[config.mk]
export PLATFORM = sky130hd
export DESIGN_NAME = sef_front_end
export DESIGN_NICKNAME = d
export VERILOG_FILES = /design/src/logic/sef_pkg.sv /design/src/logic/sef_front_end.sv
export SDC_FILE = /design/constraint.sdc
export NUM_CORES = 1
export LEC_CHECK = 0
export BUFFER_PORTS_ARGS = -buffer_cell sky130_fd_sc_hd__buf_2
export CORE_AREA = 2 2 81 83
export DETAILED_ROUTE_END_ITERATION = 12
export DIE_AREA = 0 0 83 85
export PLACE_DENSITY = 0.77
export SYNTH_ARGS = -nofsm -noshare
export SYNTH_HDL_FRONTEND = slang
export SYNTH_SLANG_ARGS = --single-unit
[constraint.sdc]
create_clock -name core_clk -period 3.94 [get_ports core_clk]
set_input_delay 0.591 -clock core_clk [delete_from_list [all_inputs] [get_ports core_clk]]
set_output_delay 0.591 -clock core_clk [all_outputs]
set_load 0.05 [all_outputs]
[src/logic/sef_pkg.sv]
// Package of the serial memory bus front end: constants, states and carriers.
// Assumes a single 250 MHz core clock and no register bus.
package sef_pkg;

  // ----------------------------------------------------------------
  // Clock and timing
  // ----------------------------------------------------------------
  localparam int CLK_PERIOD_PS = 4000; // Core clock period in ps
  localparam int PROG_TIME_MS = 5; // Longest self-timed program time in ms
  // Longest time rounds down to whole cycles; worked in ns so the product stays inside 32 bits
  localparam int PROG_CYCLES = (PROG_TIME_MS * 1_000_000) / (CLK_PERIOD_PS / 1_000);
  localparam int PROG_CNT_W = 21; // Wide enough for the program count

  // ----------------------------------------------------------------
  // Word layout
  // ----------------------------------------------------------------
  localparam int WORD_BITS = 8; // Bits in every bus word
  localparam int TYPE_MSB = 7; // Type identifier upper bit
  localparam int TYPE_LSB = 4; // Type identifier lower bit
  localparam int SEL_MSB = 3; // Hardware select upper bit
  localparam int SEL_LSB = 1; // Hardware select lower bit
  localparam int DIR_BIT = 0; // Direction select bit, one reads
  localparam logic [3:0] BIT_CNT_RST = 4'h0; // Bit counter reset value
  localparam logic [3:0] BIT_CNT_FULL = 4'h8; // Count after a whole word
  localparam logic [7:0] SHIFT_RST = 8'h00; // Shift register reset value

  // ----------------------------------------------------------------
  // Types
  // ----------------------------------------------------------------
  // Protocol states
  typedef enum logic [2:0] {
    ST_STANDBY = 3'b000, // Idle, low power
    ST_ADDR = 3'b001, // Shifting in the device address word
    ST_ACK = 3'b010, // Ninth clock after a received word
    ST_WDATA = 3'b011, // Shifting in a write word
    ST_RDATA = 3'b100, // Shifting out a read word
    ST_RACK = 3'b101, // Ninth clock of a read word, controller answers
    ST_WAIT = 3'b110 // Released, waiting for start or stop
  } sef_state_e;

  // Sampled bus lines
  typedef struct packed {
    logic scl; // Serial clock level
    logic sda; // Serial data level
  } sef_line_s;

  // Edge and condition events of one core cycle
  typedef struct packed {
    logic scl_rise; // Clock rising edge
    logic scl_fall; // Clock falling edge
    logic start; // Data falls with clock high
    logic stop; // Data rises with clock high
  } sef_evt_s;

endpackage

[src/logic/sef_front_end.sv]
// Two-wire bus target front end of a serial byte memory.
// Assumes the bus clock and data pins are asynchronous to core_clk and much
// slower; the user side is on core_clk and supplies read bytes on request.
`timescale 1ns/1ps

module sef_front_end #(
  parameter logic [3:0] TYPE_ID = 4'h6, // Memory type identifier, value arbitrary
  parameter int PROG_CYCLES = sef_pkg::PROG_CYCLES // Program cycle length in core cycles
) (
  input wire logic core_clk, // Core clock, 250 MHz
  input wire logic arst_n, // Asynchronous reset, active low
  input wire logic scl_i, // Serial clock pin level
  input wire logic sda_i, // Serial data pin level
  output logic sda_o, // Serial data output level, always low
  output logic sda_oe_n, // Serial data enable, low while pulling low
  input wire logic hw_select_strap_2, // Hardware select strap, bit 3
  input wire logic hw_select_strap_1, // Hardware select strap, bit 2
  input wire logic hw_select_strap_0, // Hardware select strap, bit 1
  input wire logic write_protect_i, // High inhibits writes
  input wire logic [7:0] tx_data_i, // Next read byte from the array side
  output logic tx_req_o, // Pulse: tx_data_i taken
  output logic [7:0] rx_data_o, // Last received write byte, loaded even while write protected
  output logic rx_valid_o, // Pulse: rx_data_o holds a new write byte
  output logic read_mode_o, // Selected for reading
  output logic selected_o, // Address matched, transaction open
  output logic busy_o, // Self-timed program cycle running
  output logic standby_o // Low-power standby
);

  // ----------------------------------------------------------------
  // Pin synchronisers
  // ----------------------------------------------------------------
  sef_pkg::sef_line_s meta_q; // First stage, read only by stage two
  sef_pkg::sef_line_s sync_q; // Second stage
  sef_pkg::sef_line_s prev_q; // Previous synced level for edges
  sef_pkg::sef_evt_s evt; // Events of this cycle

  // Two flip-flops per pin, then a delay stage for edge finding
  always_ff @(posedge core_clk or negedge arst_n) begin
    if (!arst_n) begin
      meta_q <= '1;
      sync_q <= '1;
      prev_q <= '1;
    end else begin
      meta_q <= '{scl: scl_i, sda: sda_i};
      sync_q <= meta_q;
      prev_q <= sync_q;
    end
  end

  // Edge and condition decode
  always_comb begin
    evt.scl_rise = sync_q.scl & ~prev_q.scl;
    evt.scl_fall = ~sync_q.scl & prev_q.scl;
    // Data moving while clock stays high is never a data bit
    evt.start = sync_q.scl & prev_q.scl & prev_q.sda & ~sync_q.sda;
    evt.stop = sync_q.scl & prev_q.scl & ~prev_q.sda & sync_q.sda;
  end

  // ----------------------------------------------------------------
  // Address decode
  // ----------------------------------------------------------------
  // True when a device address word selects this target
  function automatic logic addr_hit(input logic [7:0] w, input logic [2:0] strap, input logic [3:0] tid);
    logic type_ok;
    logic sel_ok;
    type_ok = (w[sef_pkg::TYPE_MSB:sef_pkg::TYPE_LSB] == tid);
    sel_ok = (w[sef_pkg::SEL_MSB:sef_pkg::SEL_LSB] == strap);
    return type_ok & sel_ok;
  endfunction

  logic [2:0] strap; // Strap levels in address bit order
  assign strap = {hw_select_strap_2, hw_select_strap_1, hw_select_strap_0};

  // ----------------------------------------------------------------
  // Protocol engine
  // ----------------------------------------------------------------
  sef_pkg::sef_state_e state_q, state_d; // Protocol state
  logic [3:0] cnt_q, cnt_d; // Rising edges seen in this word
  logic [7:0] shift_q, shift_d; // Word shift register
  logic drive_q, drive_d; // Pull data low
  logic addr_phase_q, addr_phase_d; // ACK state follows the address word
  logic read_q, read_d; // Selected for reading
  logic sel_q, sel_d; // Address matched
  logic pend_q, pend_d; // Write word accepted, program due at stop
  logic mack_q, mack_d; // Controller acknowledged the read word
  logic [7:0] rx_q, rx_d; // Received write byte, loaded even while protected
  logic rxv_q, rxv_d; // Write byte strobe
  logic txr_q, txr_d; // Read byte request strobe
  logic prog_go; // Start of the self-timed program
  logic busy_q; // Program cycle running

  // Next-state logic of the engine
  always_comb begin
    state_d = state_q;
    cnt_d = cnt_q;
    shift_d = shift_q;
    drive_d = drive_q;
    addr_phase_d = addr_phase_q;
    read_d = read_q;
    sel_d = sel_q;
    pend_d = pend_q;
    mack_d = mack_q;
    rx_d = rx_q;
    rxv_d = 1'b0;
    txr_d = 1'b0;
    prog_go = 1'b0;
    if (busy_q) begin
      // Inputs ignored and data released while programming
      state_d = sef_pkg::ST_STANDBY;
      drive_d = 1'b0;
      sel_d = 1'b0;
      read_d = 1'b0;
    end else if (evt.start) begin
      // Any start outside programming, even mid word, restarts address reception
      state_d = sef_pkg::ST_ADDR;
      cnt_d = sef_pkg::BIT_CNT_RST;
      drive_d = 1'b0;
      sel_d = 1'b0;
      read_d = 1'b0;
      pend_d = 1'b0;
    end else if (evt.stop) begin
      // Stop ends the transaction; standby once nothing runs
      state_d = sef_pkg::ST_STANDBY;
      drive_d = 1'b0;
      sel_d = 1'b0;
      read_d = 1'b0;
      pend_d = 1'b0;
      prog_go = pend_q; // Self-timed cycle follows a write
    end else begin
      case (state_q)
        sef_pkg::ST_STANDBY: begin
          // Only a start leaves standby
          drive_d = 1'b0;
        end
        sef_pkg::ST_ADDR, sef_pkg::ST_WDATA: begin
          if (evt.scl_rise) begin
            // Sample on the rising clock, first bit most significant
            shift_d = {shift_q[6:0], sync_q.sda};
            cnt_d = cnt_q + 4'h1;
          end else if (evt.scl_fall && cnt_q == sef_pkg::BIT_CNT_FULL) begin
            // Eighth bit done: ninth clock belongs to the acknowledge
            state_d = sef_pkg::ST_ACK;
            cnt_d = sef_pkg::BIT_CNT_RST;
            addr_phase_d = (state_q == sef_pkg::ST_ADDR);
            if (state_q == sef_pkg::ST_ADDR) begin
              if (addr_hit(shift_q, strap, TYPE_ID)) begin
                drive_d = 1'b1; // Matched address acknowledged
                sel_d = 1'b1;
                read_d = shift_q[sef_pkg::DIR_BIT]; // One reads, zero writes
              end else begin
                drive_d = 1'b0; // No acknowledge on mismatch
              end
            end else begin
              drive_d = 1'b1; // Data word acknowledged
              rx_d = shift_q;
              // Protected array takes no write and starts no program
              rxv_d = ~write_protect_i;
              pend_d = pend_q | ~write_protect_i;
            end
          end
        end
        sef_pkg::ST_ACK: begin
          if (evt.scl_fall) begin
            // Release after the ninth clock falls
            drive_d = 1'b0;
            if (!sel_q) begin
              state_d = sef_pkg::ST_STANDBY; // Unselected, back to standby
            end else if (addr_phase_q && read_q) begin
              // First read word: take it and drive its top bit
              state_d = sef_pkg::ST_RDATA;
              shift_d = tx_data_i;
              txr_d = 1'b1;
              drive_d = ~tx_data_i[7];
            end else begin
              state_d = sef_pkg::ST_WDATA;
            end
          end
        end
        sef_pkg::ST_RDATA: begin
          if (evt.scl_rise) begin
            cnt_d = cnt_q + 4'h1;
          end else if (evt.scl_fall) begin
            if (cnt_q == sef_pkg::BIT_CNT_FULL) begin
              // Word sent, release for the controller's answer
              state_d = sef_pkg::ST_RACK;
              cnt_d = sef_pkg::BIT_CNT_RST;
              drive_d = 1'b0;
            end else begin
              // Next bit changes only with the clock low
              shift_d = {shift_q[6:0], 1'b0};
              drive_d = ~shift_q[6];
            end
          end
        end
        sef_pkg::ST_RACK: begin
          if (evt.scl_rise) begin
            mack_d = ~sync_q.sda; // Low means continue
          end else if (evt.scl_fall) begin
            if (mack_q) begin
              state_d = sef_pkg::ST_RDATA;
              shift_d = tx_data_i;
              txr_d = 1'b1;
              drive_d = ~tx_data_i[7];
            end else begin
              state_d = sef_pkg::ST_WAIT; // No acknowledge: wait for start or stop
            end
          end
        end
        sef_pkg::ST_WAIT: begin
          drive_d = 1'b0;
        end
        default: begin
          state_d = sef_pkg::ST_STANDBY;
          drive_d = 1'b0;
        end
      endcase
    end
  end

  // Engine registers
  always_ff @(posedge core_clk or negedge arst_n) begin
    if (!arst_n) begin
      state_q <= sef_pkg::ST_STANDBY; // Standby after power-up
      cnt_q <= sef_pkg::BIT_CNT_RST;
      shift_q <= sef_pkg::SHIFT_RST;
      drive_q <= 1'b0;
      addr_phase_q <= 1'b0;
      read_q <= 1'b0;
      sel_q <= 1'b0;
      pend_q <= 1'b0;
      mack_q <= 1'b0;
      rx_q <= sef_pkg::SHIFT_RST;
      rxv_q <= 1'b0;
      txr_q <= 1'b0;
    end else begin
      state_q <= state_d;
      cnt_q <= cnt_d;
      shift_q <= shift_d;
      drive_q <= drive_d;
      addr_phase_q <= addr_phase_d;
      read_q <= read_d;
      sel_q <= sel_d;
      pend_q <= pend_d;
      mack_q <= mack_d;
      rx_q <= rx_d;
      rxv_q <= rxv_d;
      txr_q <= txr_d;
    end
  end

  // ----------------------------------------------------------------
  // Self-timed program cycle
  // ----------------------------------------------------------------
  logic [sef_pkg::PROG_CNT_W-1:0] prog_q, prog_d; // Cycles left
  logic busy_d; // Next busy level
  localparam logic [sef_pkg::PROG_CNT_W-1:0] PROG_LOAD = sef_pkg::PROG_CNT_W'(PROG_CYCLES - 1);

  // Count down from stop to end of programming
  always_comb begin
    prog_d = prog_q;
    busy_d = busy_q;
    if (prog_go) begin
      prog_d = PROG_LOAD;
      busy_d = 1'b1;
    end else if (busy_q) begin
      if (prog_q == '0) begin
        busy_d = 1'b0; // Programming finished, standby follows
      end else begin
        prog_d = prog_q - 1'b1;
      end
    end
  end

  // Program counter registers
  always_ff @(posedge core_clk or negedge arst_n) begin
    if (!arst_n) begin
      prog_q <= '0;
      busy_q <= 1'b0;
    end else begin
      prog_q <= prog_d;
      busy_q <= busy_d;
    end
  end

  // ----------------------------------------------------------------
  // Outputs
  // ----------------------------------------------------------------
  assign sda_o = 1'b0; // Open drain: only ever pulls low
  assign sda_oe_n = ~drive_q; // Enable low while pulling
  assign tx_req_o = txr_q;
  assign rx_data_o = rx_q;
  assign rx_valid_o = rxv_q;
  assign read_mode_o = read_q;
  assign selected_o = sel_q;
  assign busy_o = busy_q;
  assign standby_o = (state_q == sef_pkg::ST_STANDBY) & ~busy_q;

endmodule

==> metrics.md, run 1 <==
| Metric | Value |
|---|---|
| Run status | finished, final reports clean |
| Required time worst endpoint | 4.16 ns |
| Fillers | 509 |
| Vert. Die Dim | 85 um |
| Synthesized area | 0.003326 mm^2 |
| Max-slew violation count | 0 |
| Worst-Skew Late Latency | around 0.34 ns |
| Compound-Gate Fraction of Synth Area | between 10% and 20% |
| Vias in the first global route | about 2500 |
| Total CTS buffers | 9 |
| CORE AREA | 0.006205 mm^2 |
| CP max FO | 19 |
| Most common cell after layout, fill and taps aside | dfrtp_1 |
| # DRC | 0 |
| Fin crit share | 59.27% |
| Leak Pwr | 1.692 nW |
| Initial DRC Count | 119 |
| Critical path arrival | 2.56 ns |
| Pin count of the biggest net entering global routing | 35 |
| Initial antenna violation count | 0 |
| Gr usage total | 21.31% |
| XOR/XNOR Fraction of Synth Area | 3.687% |
| Congestion Overflow GR | 0 |
| I/O Pins | 32 |
| Unrepaired setup endpoints after global routing | no |
| Final core utilization | 59.69% |
| Global-route wire length before repair | 12030 um |
| Routed length per instance | 16.65 um |
| Worst Path Buf+Inv | 0 |
| Worst Tran Pin Value | between 0.7 and 0.8 ns |
| R2R depth | 4 |
| Die area | 0.007055 mm^2 |
| Sequential Area | about 0.0015 mm^2 |
| PortBufs | 30 |
| Setup TNS Final | 0 ns |
| Layout Cells excl Fill | 437 |
| Synthesized instance count | 326 |
| Yosys top cell by area | dfrtp_1 |
| Slowest-stage cell, CP | dfrtp_1 |
| Peak Freq | 0.4283 GHz |
| Commonest non-fill, non-tap cells in the layout | 53 x dfrtp_1, 30 x buf_2, 27 x nand2_1 |
| Final Hold Viols | 0 |
| Synth Area in Adders | 1.505% |
| Simple-Gate Fraction of Synth Area | 22.12% |
| Clock Skew | a little over 0.005 ns |
| Max-Cap Viols | 0 |
| CP Launch Type | flop |
| CP max stage delay | 0.68 ns |
| Via count | 2608 |
| Distinct cells, synth | 69 |
| Footprint of the multi-input gates | 0.001708 mm^2 |
| Gpl congestion | 0.9178 |
| Drt first pass iters | 4 |
| Slew margin rel. | 49.37% |
| TritonCTS Sinks | 59 |
| Worst r2r src | state_q[1] |
| CTS resizes | 0 |
| Post-Syn Area per Cell | 10.20 um^2 |
| Root buf cell | clkbuf_8 |
| Post-layout minimum cycle time | 2.335 ns |
| Synth warn | 0 |
| Crit. End Element | flop |
| Detailed placement HPWL | between 5000 and 6000 um |
| WHS | ~0.32 ns |
| VDD IR max | between 0.3 and 0.4 mV |
| H-tree levels | 3 |
| Antenna viol nets, final | 0 |
| Post-CTS Hold Buffers | 0 |
| CP Class | reg2reg |
| Postcts setup bufs | 0 |
| Post-synthesis mux area share | 10.65% |
| RR Endpoint | shift_q[7] |
| Yosys reg bits | 59 |
| Most frequent CP cell | mux2_2 |
| Via density | 5.968 |
| Power density over the cells | around 570 mW/mm^2 |
| Die X | 83 um |
| Delay-heaviest family, CP | simple AND/OR/NAND/NOR gates |
| Site row count | 29 |
| Largest family of logic cells by synthesized area | simple AND/OR/NAND/NOR gates |
| Number of synthesized flops with an enable pin | 0 |
| Post-Place Cells | 421 |
| CTS Buffer Depth | 2 |
| Fraction of layout cells with a size suffix above 1 | 26.67% |
| Top cells by area, synth | dfrtp_1 40%, mux2_2 8.8%, dfstp_2 4.7% |
| CTS tree | yes |
| Async set-reset flop share out of synthesis | 100.0% |
| Sequential area share after synthesis | 44.62% |
| Synth top area share | 39.88% |
| Initial core utilization | 53.60% |
| Tightest Hold Check Type | in2async |
| Register-to-register setup slack | 1.60 ns |
| Diodes inserted | 0 |
| WL final | 7277 um |
| Main synth FF type | dfrtp_1 |
| Setup-failing EPs final | 0 |
| Clock Pin Slew Worst Setup and Hold Paths | 0.07 ns |
| Area Overhead vs Synth | 11.36% |
| Crit-path cells | or3b_2, nand2_1, mux2_2, mux2_2 |
| Syn Nets | 346 |
| Net count, final | 375 |
[stage by stage]
step | total power (W) | setup slack (ns) | cell area (um^2)
floorplan | 0.001363 | 0.8504 | 3326
global placement | 0.001479 | 1.641 | 3487
detailed placement | 0.001502 | 1.643 | 3487
CTS | 0.002125 | 1.611 | 3704
global route | 0.002245 | 1.464 | 3704
finish | 0.002115 | 1.605 | 3704
[synthesized netlist by cell type, drive strengths merged, types with 3 or more instances]
master  number
a21o         4
nor3b        3
a32o         4
mux2        27
nor3        13
nor2b        8
xor2         6
a31oi        3
dfrtp       53
mux2i        5
and2         3
ha           4
a21oi       16
nand2b       3
nand2       27
a22oi        3
nor2        22
o31ai        4
nand3       11
xnor2        8
nand4        4
buf          4
or4          5
inv         11
clkbuf       9
nor4         9
dfstp        6
or3          7
o21ai       15
[where the power goes]
part | total, W | internal (W) | switching (W)
clock | 0.000614 | 0.000355 | 0.000259
sequential | 0.000914 | 0.000735 | 0.000179
combinational | 0.000588 | 0.000250 | 0.000338
[how the worst max path moves through the flow]
stage                     startpoint  slack (ns)      endpoint  depth (start not counted)
after detailed placement   sync_q[0]        1.64    shift_q[7]                          5
after global placement    state_q[2]        1.64    shift_q[2]                          5
final                     state_q[1]        1.60    shift_q[7]                          4
after global routing        cnt_q[0]        1.46  rx_data_o[3]                          7
after floorplan               busy_o        0.85     standby_o                          3
after CTS                  sync_q[0]        1.61    shift_q[7]                          5
[flip-flops by register name (all words and copies together), names as in the netlist]
register and flops:
prog_q 21, rx_data_o 8, shift_q 8, cnt_q 4, state_q 3, meta_q 2, prev_q 2, sync_q 2
addr_phase_q 1, busy_o 1, drive_q 1, mack_q 1, pend_q 1, read_mode_o 1, rx_valid_o 1, selected_o 1
tx_req_o 1
[routing by layer]
metal	global-route usage (%)	vias up	share of wire, %
met5	0	-	0
met4	8.197	0	1.8
met3	6.226	17	5.1
met2	33.21	86	46
met1	28.31	1248	47
li1	-	1257	-
[cell type report]
| cell class | instances | share of cell area, % |
|---|---|---|
| Clock buffer | 9 | 3.345 |
| Multi-Input combinational cell | 243 | 46.11 |
| Inverter | 11 | 1.115 |
| Tap cell | 77 | 2.601 |
| Clock inverter | 7 | 2.500 |
| Sequential cell | 59 | 40.07 |
| Timing Repair Buffer | 31 | 4.257 |
[kinds of logic after synthesis]
family          Yosys count
simple gates            127
compound gates           65
flops                    59
mux                      32
buf+inv                  24
xor+xnor                 14
fa+ha+maj                 4
other cells               1
No activity file was read; power rests on OpenSTA's default activity.
==> inputs of run 2 (changes only) <==
clock period = 2.4 ns   (was 3.94 ns; I/O delays follow)
==> metrics.md, run 2 (same netlist as run 1, synthesis figures left out) <==
| Metric | Value |
|---|---|
| Slew margin rel. | 61.44% (was 49.37%) |
| Post-layout minimum cycle time | 2.202 ns (was 2.335 ns) |
| Postcts setup bufs | 0 (unchanged) |
| PortBufs | 30 (unchanged) |
| CORE AREA | 0.006205 mm^2 (unchanged) |
| Most common cell after layout, fill and taps aside | dfrtp_1 (unchanged) |
| Fillers | 501 (was 509) |
| Tightest Hold Check Type | in2async (unchanged) |
| Sequential power share | 44.8% (was 43.2%) |
| RR Endpoint | prog_q[1] (was shift_q[7]) |
| Fraction of layout cells with a size suffix above 1 | 29.79% (was 26.67%) |
| Die area | 0.007055 mm^2 (unchanged) |
| Vert. Die Dim | 85 um (unchanged) |
| Area Overhead vs Synth | 14.07% (was 11.36%) |
| CTS resizes | 0 (unchanged) |
| Via density | 5.967 (was 5.968) |
| Antenna viol nets, final | 0 (unchanged) |
| TritonCTS Sinks | 59 (unchanged) |
| Placed instance area | 0.003613 mm^2 (was 0.003487 mm^2) |
| Crit. End Element | flop (unchanged) |
| Peak Freq | 0.4541 GHz (was 0.4283 GHz) |
| CP Class | reg2reg (unchanged) |
| Worst Tran Pin Value | 0.5784 ns (was 0.7594 ns) |
| Worst r2r src | prog_q[0] (was state_q[1]) |
| Max-slew violation count | 0 (unchanged) |
| Leak Pwr | 1.751 nW (was 1.692 nW) |
| Via count | 2703 (was 2608) |
| Top reg by flops | prog_q (unchanged) |
| Comb pwr share | 30.5% (was 27.8%) |
| Commonest non-fill, non-tap cells in the layout | 53 x dfrtp_1, 30 x buf_2, 27 x nand2_1 (unchanged) |
| R2R depth | 7 (was 4) |
| I/O Pins | 32 (unchanged) |
| Final core utilization | 61.14% (was 59.69%) |
| Routed length per instance | 15.69 um (was 16.65 um) |
| Net Sw Frac | 37.42% (was 36.67%) |
| CP Launch Type | flop (unchanged) |
| Clock Pin Slew Worst Setup and Hold Paths | 0.07 ns (about the same) |
| Run status | finished, final reports clean (unchanged) |
| Initial DRC Count | 183 (was 119) |
| Largest register FFs | 21 (unchanged) |
| Global-route wire length before repair | 12200 um (was 12030 um) |
| Required time worst endpoint | 2.66 ns (was 4.16 ns) |
| Setup TNS Final | 0 ns (unchanged) |
| Switching pwr | 0.001241 W (was 0.0007756 W) |
| Register-to-register setup slack | 0.20 ns (was 1.60 ns) |
| Diodes inserted | 0 (unchanged) |
| Total CTS buffers | 9 (unchanged) |
| Initial core utilization | 53.60% (unchanged) |
| WL final | 7106 um (was 7277 um) |
| Max-Cap Viols | 0 (unchanged) |
| Vias in the first global route | 2648 (was 2521) |
| CTS Buffer Depth | 2 (unchanged) |
| Int Pwr | 0.002075 W (was 0.001340 W) |
| Net count, final | 391 (was 375) |
| # DRC | 0 (unchanged) |
| Congestion Overflow GR | 0 (unchanged) |
| Setup-failing EPs final | 0 (unchanged) |
| Final Hold Viols | 0 (unchanged) |
| Critical path arrival | 2.46 ns (was 2.56 ns) |
| Initial antenna violation count | 0 (unchanged) |
| CP max FO | 6 (was 19) |
| Die X | 83 um (unchanged) |
| Worst-Skew Late Latency | 0.34 ns (about the same) |
| Drt first pass iters | 5 (was 4) |
| Unrepaired setup endpoints after global routing | no (unchanged) |
| Clock Skew | 0.01350 ns (was 0.005127 ns) |
| VDD IR max | 0.6495 mV (was 0.3270 mV) |
| Gpl congestion | 0.9507 (was 0.9178) |
| Site row count | 29 (unchanged) |
| Detailed placement HPWL | 5189 um (was 5028 um) |
| Pin count of the biggest net entering global routing | 28 (was 35) |
| Clock power share | 24.7% (was 29.0%) |
| Final Instance Area | 0.003794 mm^2 (was 0.003704 mm^2) |
| Power density over the cells | 874.1 mW/mm^2 (was 571.2 mW/mm^2) |
| Gr usage total | 21.37% (was 21.31%) |
| H-tree levels | 3 (unchanged) |
| Post-CTS Hold Buffers | 0 (unchanged) |
| Fin crit share | 91.75% (was 59.27%) |
| Root buf cell | clkbuf_8 (unchanged) |
| CTS tree | yes (unchanged) |
## run 2: cell type report
cell class / instances / area (um^2) / share of cell area (%)
Multi-Input combinational cell: 243 / 1714 / 45.18
Tap cell: 77 / 96.34 / 2.540
Clock buffer: 12 / 155.1 / 4.090
Sequential cell: 59 / 1484 / 39.12
Timing Repair Buffer: 47 / 277.8 / 7.322
Inverter: 11 / 41.29 / 1.088
Clock inverter: 4 / 25.02 / 0.6596
## run 2: per-layer routing
layer | share of wire [%] | track usage (%)
met3 | 6.4 | 5.642
met2 | 48 | 33.58
met1 | 43 | 28.07
met5 | 0 | 0
met4 | 3.0 | 9.389
## run 2: worst max-delay path by stage
stage | to | from | slack, ns | cells after the start
finish | prog_q[1] | prog_q[0] | 0.20 | 7
global placement | prog_q[1] | prog_q[18] | 0.29 | 5
floorplan | standby_o | busy_o | 0.12 | 3
global route | prog_q[1] | prog_q[0] | 0.05 | 7
CTS | prog_q[1] | prog_q[1] | 0.21 | 7
detailed placement | prog_q[1] | prog_q[0] | 0.23 | 7
## run 2: metrics by stage
step                      hold WS, ns  power (W)  instances  worst slack, ns
after floorplan               0.06441   0.002241        326           0.1203
after global placement         0.3461   0.002463        437           0.2918
after detailed placement       0.3485   0.002505        437           0.2282
after CTS                     0.02746   0.003340        453           0.2118
after global routing          0.04802   0.003545        453          0.04673
final                         0.01420   0.003316        453           0.1981
## run 2: worst max-delay path: stages (launching register included)
cell     delay [ns]
dfrtp_1        0.41
inv_1          0.13
ha_1           0.16
or2b_2         0.32
or3_4          0.43
nor2_4         0.19
mux2_1         0.35
a22oi_1        0.13
## run 2: power groups by stage
stage / Combinational (W) / Clock, W / Sequential (W)
after floorplan: 0.000752 / 0 / 0.00149
after detailed placement: 0.00101 / 0 / 0.00150
after global placement: 0.000979 / 0 / 0.00148
after global routing: 0.00113 / 0.000891 / 0.00152
after CTS: 0.00101 / 0.000842 / 0.00148
final: 0.00101 / 0.000818 / 0.00149
==> inputs of run 3 (changes only) <==
CORE_AREA = 2 2 89 91   (was 2 2 81 83)
DIE_AREA = 0 0 91 93   (was 0 0 83 85)
PLACE_DENSITY = 0.66   (was 0.77)
==> metrics.md, run 3 (same netlist as run 1, synthesis figures left out) <==
| Metric | Value |
|---|---|
| Run status | finished, final reports clean (unchanged) |
| Vias in the first global route | 2704 (was 2648) |
| Gr usage total | 19.08% (was 21.37%) |
| Setup TNS Final | 0 ns (unchanged) |
| Diodes inserted | 0 (unchanged) |
| Drt first pass iters | 4 (was 5) |
| Worst Path Buf+Inv | 1 (unchanged) |
| Routed length per instance | 15.89 um (was 15.69 um) |
| Placed instance area | 0.003627 mm^2 (was 0.003613 mm^2) |
| H-tree levels | 3 (unchanged) |
| Total CTS buffers | 9 (unchanged) |
| RR Endpoint | prog_q[1] (unchanged) |
| Detailed placement HPWL | 5245 um (was 5189 um) |
| Power density over the cells | 922.4 mW/mm^2 (was 874.1 mW/mm^2) |
| Crit-path cells | inv_1, ha_1, or2b_2, or3_4, nor2_4, mux2_1, a22oi_1 (unchanged) |
| Site row count | 32 (was 29) |
| Slew margin rel. | 61.54% (was 61.44%) |
| Slowest-stage cell, CP | or3_4 (unchanged) |
| Max-slew violation count | 0 (unchanged) |
| Fillers | 694 (was 501) |
| Initial DRC Count | 109 (was 183) |
| Layout Cells excl Fill | 474 (was 453) |
| Max-Cap Viols | 0 (unchanged) |
| CTS resizes | 0 (unchanged) |
| Fraction of layout cells with a size suffix above 1 | 29.30% (was 29.79%) |
| Top reg by flops | prog_q (unchanged) |
| Final Hold Viols | 0 (unchanged) |
| CP Launch Type | flop (unchanged) |
| Initial core utilization | 44.18% (was 53.60%) |
| Antenna viol nets, final | 0 (unchanged) |
| Root buf cell | clkbuf_8 (unchanged) |
| Area Overhead vs Synth | 15.84% (was 14.07%) |
| PortBufs | 30 (unchanged) |
| Pin count of the biggest net entering global routing | 60 (was 28) |
| R2R depth | 7 (unchanged) |
| Worst r2r src | prog_q[1] (was prog_q[0]) |
| CP max stage delay | 0.42 ns (was 0.43 ns) |
| Final Instance Area | 0.003852 mm^2 (was 0.003794 mm^2) |
| Peak Freq | 0.4447 GHz (was 0.4541 GHz) |
| CP Class | reg2reg (unchanged) |
| Final Worst Setup Slack | 0.1515 ns (was 0.1981 ns) |
| Worst Tran Pin Value | 0.5717 ns (was 0.5784 ns) |
| CTS tree | yes (unchanged) |
| Worst-Skew Late Latency | 0.35 ns (was 0.34 ns) |
| Register-to-register setup slack | 0.15 ns (was 0.20 ns) |
| VDD IR max | 0.4619 mV (was 0.6495 mV) |
| Post-Place Cells | 458 (was 437) |
| Post-CTS Hold Buffers | 0 (unchanged) |
| WL final | 7533 um (was 7106 um) |
| Global-route wire length before repair | 12970 um (was 12200 um) |
| Via density | 5.589 (was 5.967) |
| Via count | 2649 (was 2703) |
| Setup-failing EPs final | 0 (unchanged) |
| # DRC | 0 (unchanged) |
| Die X | 91 um (was 83 um) |
| Delay-heaviest family, CP | simple AND/OR/NAND/NOR gates (unchanged) |
| CORE AREA | 0.007527 mm^2 (was 0.006205 mm^2) |
| Clock Pin Slew Worst Setup and Hold Paths | 0.07 ns (about the same) |
| Fin crit share | 93.69% (was 91.75%) |
| Die area | 0.008463 mm^2 (was 0.007055 mm^2) |
| Crit. End Element | flop (unchanged) |
| Critical path arrival | 2.51 ns (was 2.46 ns) |
| Most common cell after layout, fill and taps aside | dfrtp_1 (unchanged) |
| Required time worst endpoint | 2.66 ns (about the same) |
| Leak Pwr | 1.753 nW (was 1.751 nW) |
| Unrepaired setup endpoints after global routing | no (unchanged) |
| Postcts setup bufs | 0 (unchanged) |
| Vert. Die Dim | 93 um (was 85 um) |
| Gpl congestion | 0.8486 (was 0.9507) |
| Largest register FFs | 21 (unchanged) |
| Dpl ws | 0.2303 ns (was 0.2282 ns) |
| Congestion Overflow GR | 0 (unchanged) |
| Net count, final | 387 (was 391) |
| CP max FO | 6 (unchanged) |
| Post-layout minimum cycle time | 2.248 ns (was 2.202 ns) |
| Commonest non-fill, non-tap cells in the layout | 53 x dfrtp_1, 30 x buf_2, 27 x nand2_1 (unchanged) |
| Clock Skew | 0.01087 ns (was 0.01350 ns) |
| I/O Pins | 32 (unchanged) |
| CTS Buffer Depth | 2 (unchanged) |
| Tightest Hold Check Type | in2async (unchanged) |
| TritonCTS Sinks | 59 (unchanged) |
| Initial antenna violation count | 0 (unchanged) |
==> run 3: cell count changes in the layout (fill, tap and decap cells not counted) <==
| cell | change |
|---|---|
| bufinv_16 | +2 |
| buf_12 | +1 |
| clkbuf_1 | -1 |
| clkbuf_8 | -2 |
| clkinv_4 | +2 |
| inv_6 | +1 |
| clkinv_2 | -2 |
| buf_4 | -5 |
==> run 3: worst max-delay path by stage <==
stage	start	endpoint	slack (ns)	cells after the start
2_1_floorplan	busy_o	standby_o	0.12	3
3_3_place_gp	prog_q[18]	prog_q[1]	0.28	5
3_5_place_dp	prog_q[18]	prog_q[1]	0.23	5
4_1_cts	prog_q[1]	prog_q[1]	0.15	7
5_1_grt	prog_q[1]	prog_q[1]	0.09	7
6_report	prog_q[1]	prog_q[1]	0.15	7
==> run 3: layout make-up <==
type                            count  area, um^2  share of cell area, %
Inverter                           11       41.29                  1.072
Clock buffer                        9       123.9                  3.215
Clock inverter                      7       101.3                  2.631
Tap cell                          102       127.6                  3.313
Timing Repair Buffer               43       260.3                  6.755
Multi-Input combinational cell    243        1714                  44.49
Sequential cell                    59        1484                  38.52
==> run 3: power by group <==
part | total [W] | internal (W) | switching [W]
registers | 0.00150 | 0.00121 | 0.000288
clock network | 0.00102 | 0.000591 | 0.000434
logic | 0.00103 | 0.000444 | 0.000590
total | 0.00355 | 0.00224 | 0.00131
==> run 3: worst reg2reg max path, cell delays in order, from the launching register on <==
cell and delay (ns):
dfrtp_1 0.41, inv_1 0.13, ha_1 0.15, or2b_2 0.31, or3_4 0.42, nor2_4 0.21, mux2_1 0.36, a22oi_1 0.16
==> run 3: stage by stage <==
step | hold slack (ns) | total power (W) | util [%]
2_1_floorplan | 0.06441 | 0.002241 | -
3_3_place_gp | 0.3485 | 0.002481 | 48.19
3_5_place_dp | 0.3491 | 0.002526 | 48.19
4_1_cts | 0.01626 | 0.003574 | 51.18
5_1_grt | 0.02115 | 0.003772 | 51.18
6_report | 0.001317 | 0.003554 | 51.18
==> run 3: routing by layer <==
metal | GRT usage [%] | vias up | part of all wire, %
li1 | - | 1275 | -
met2 | 32.53 | 72 | 50
met1 | 24.16 | 1290 | 45
met3 | 4.512 | 12 | 4.3
met4 | 5.934 | 0 | 1.5
met5 | 0 | - | 0
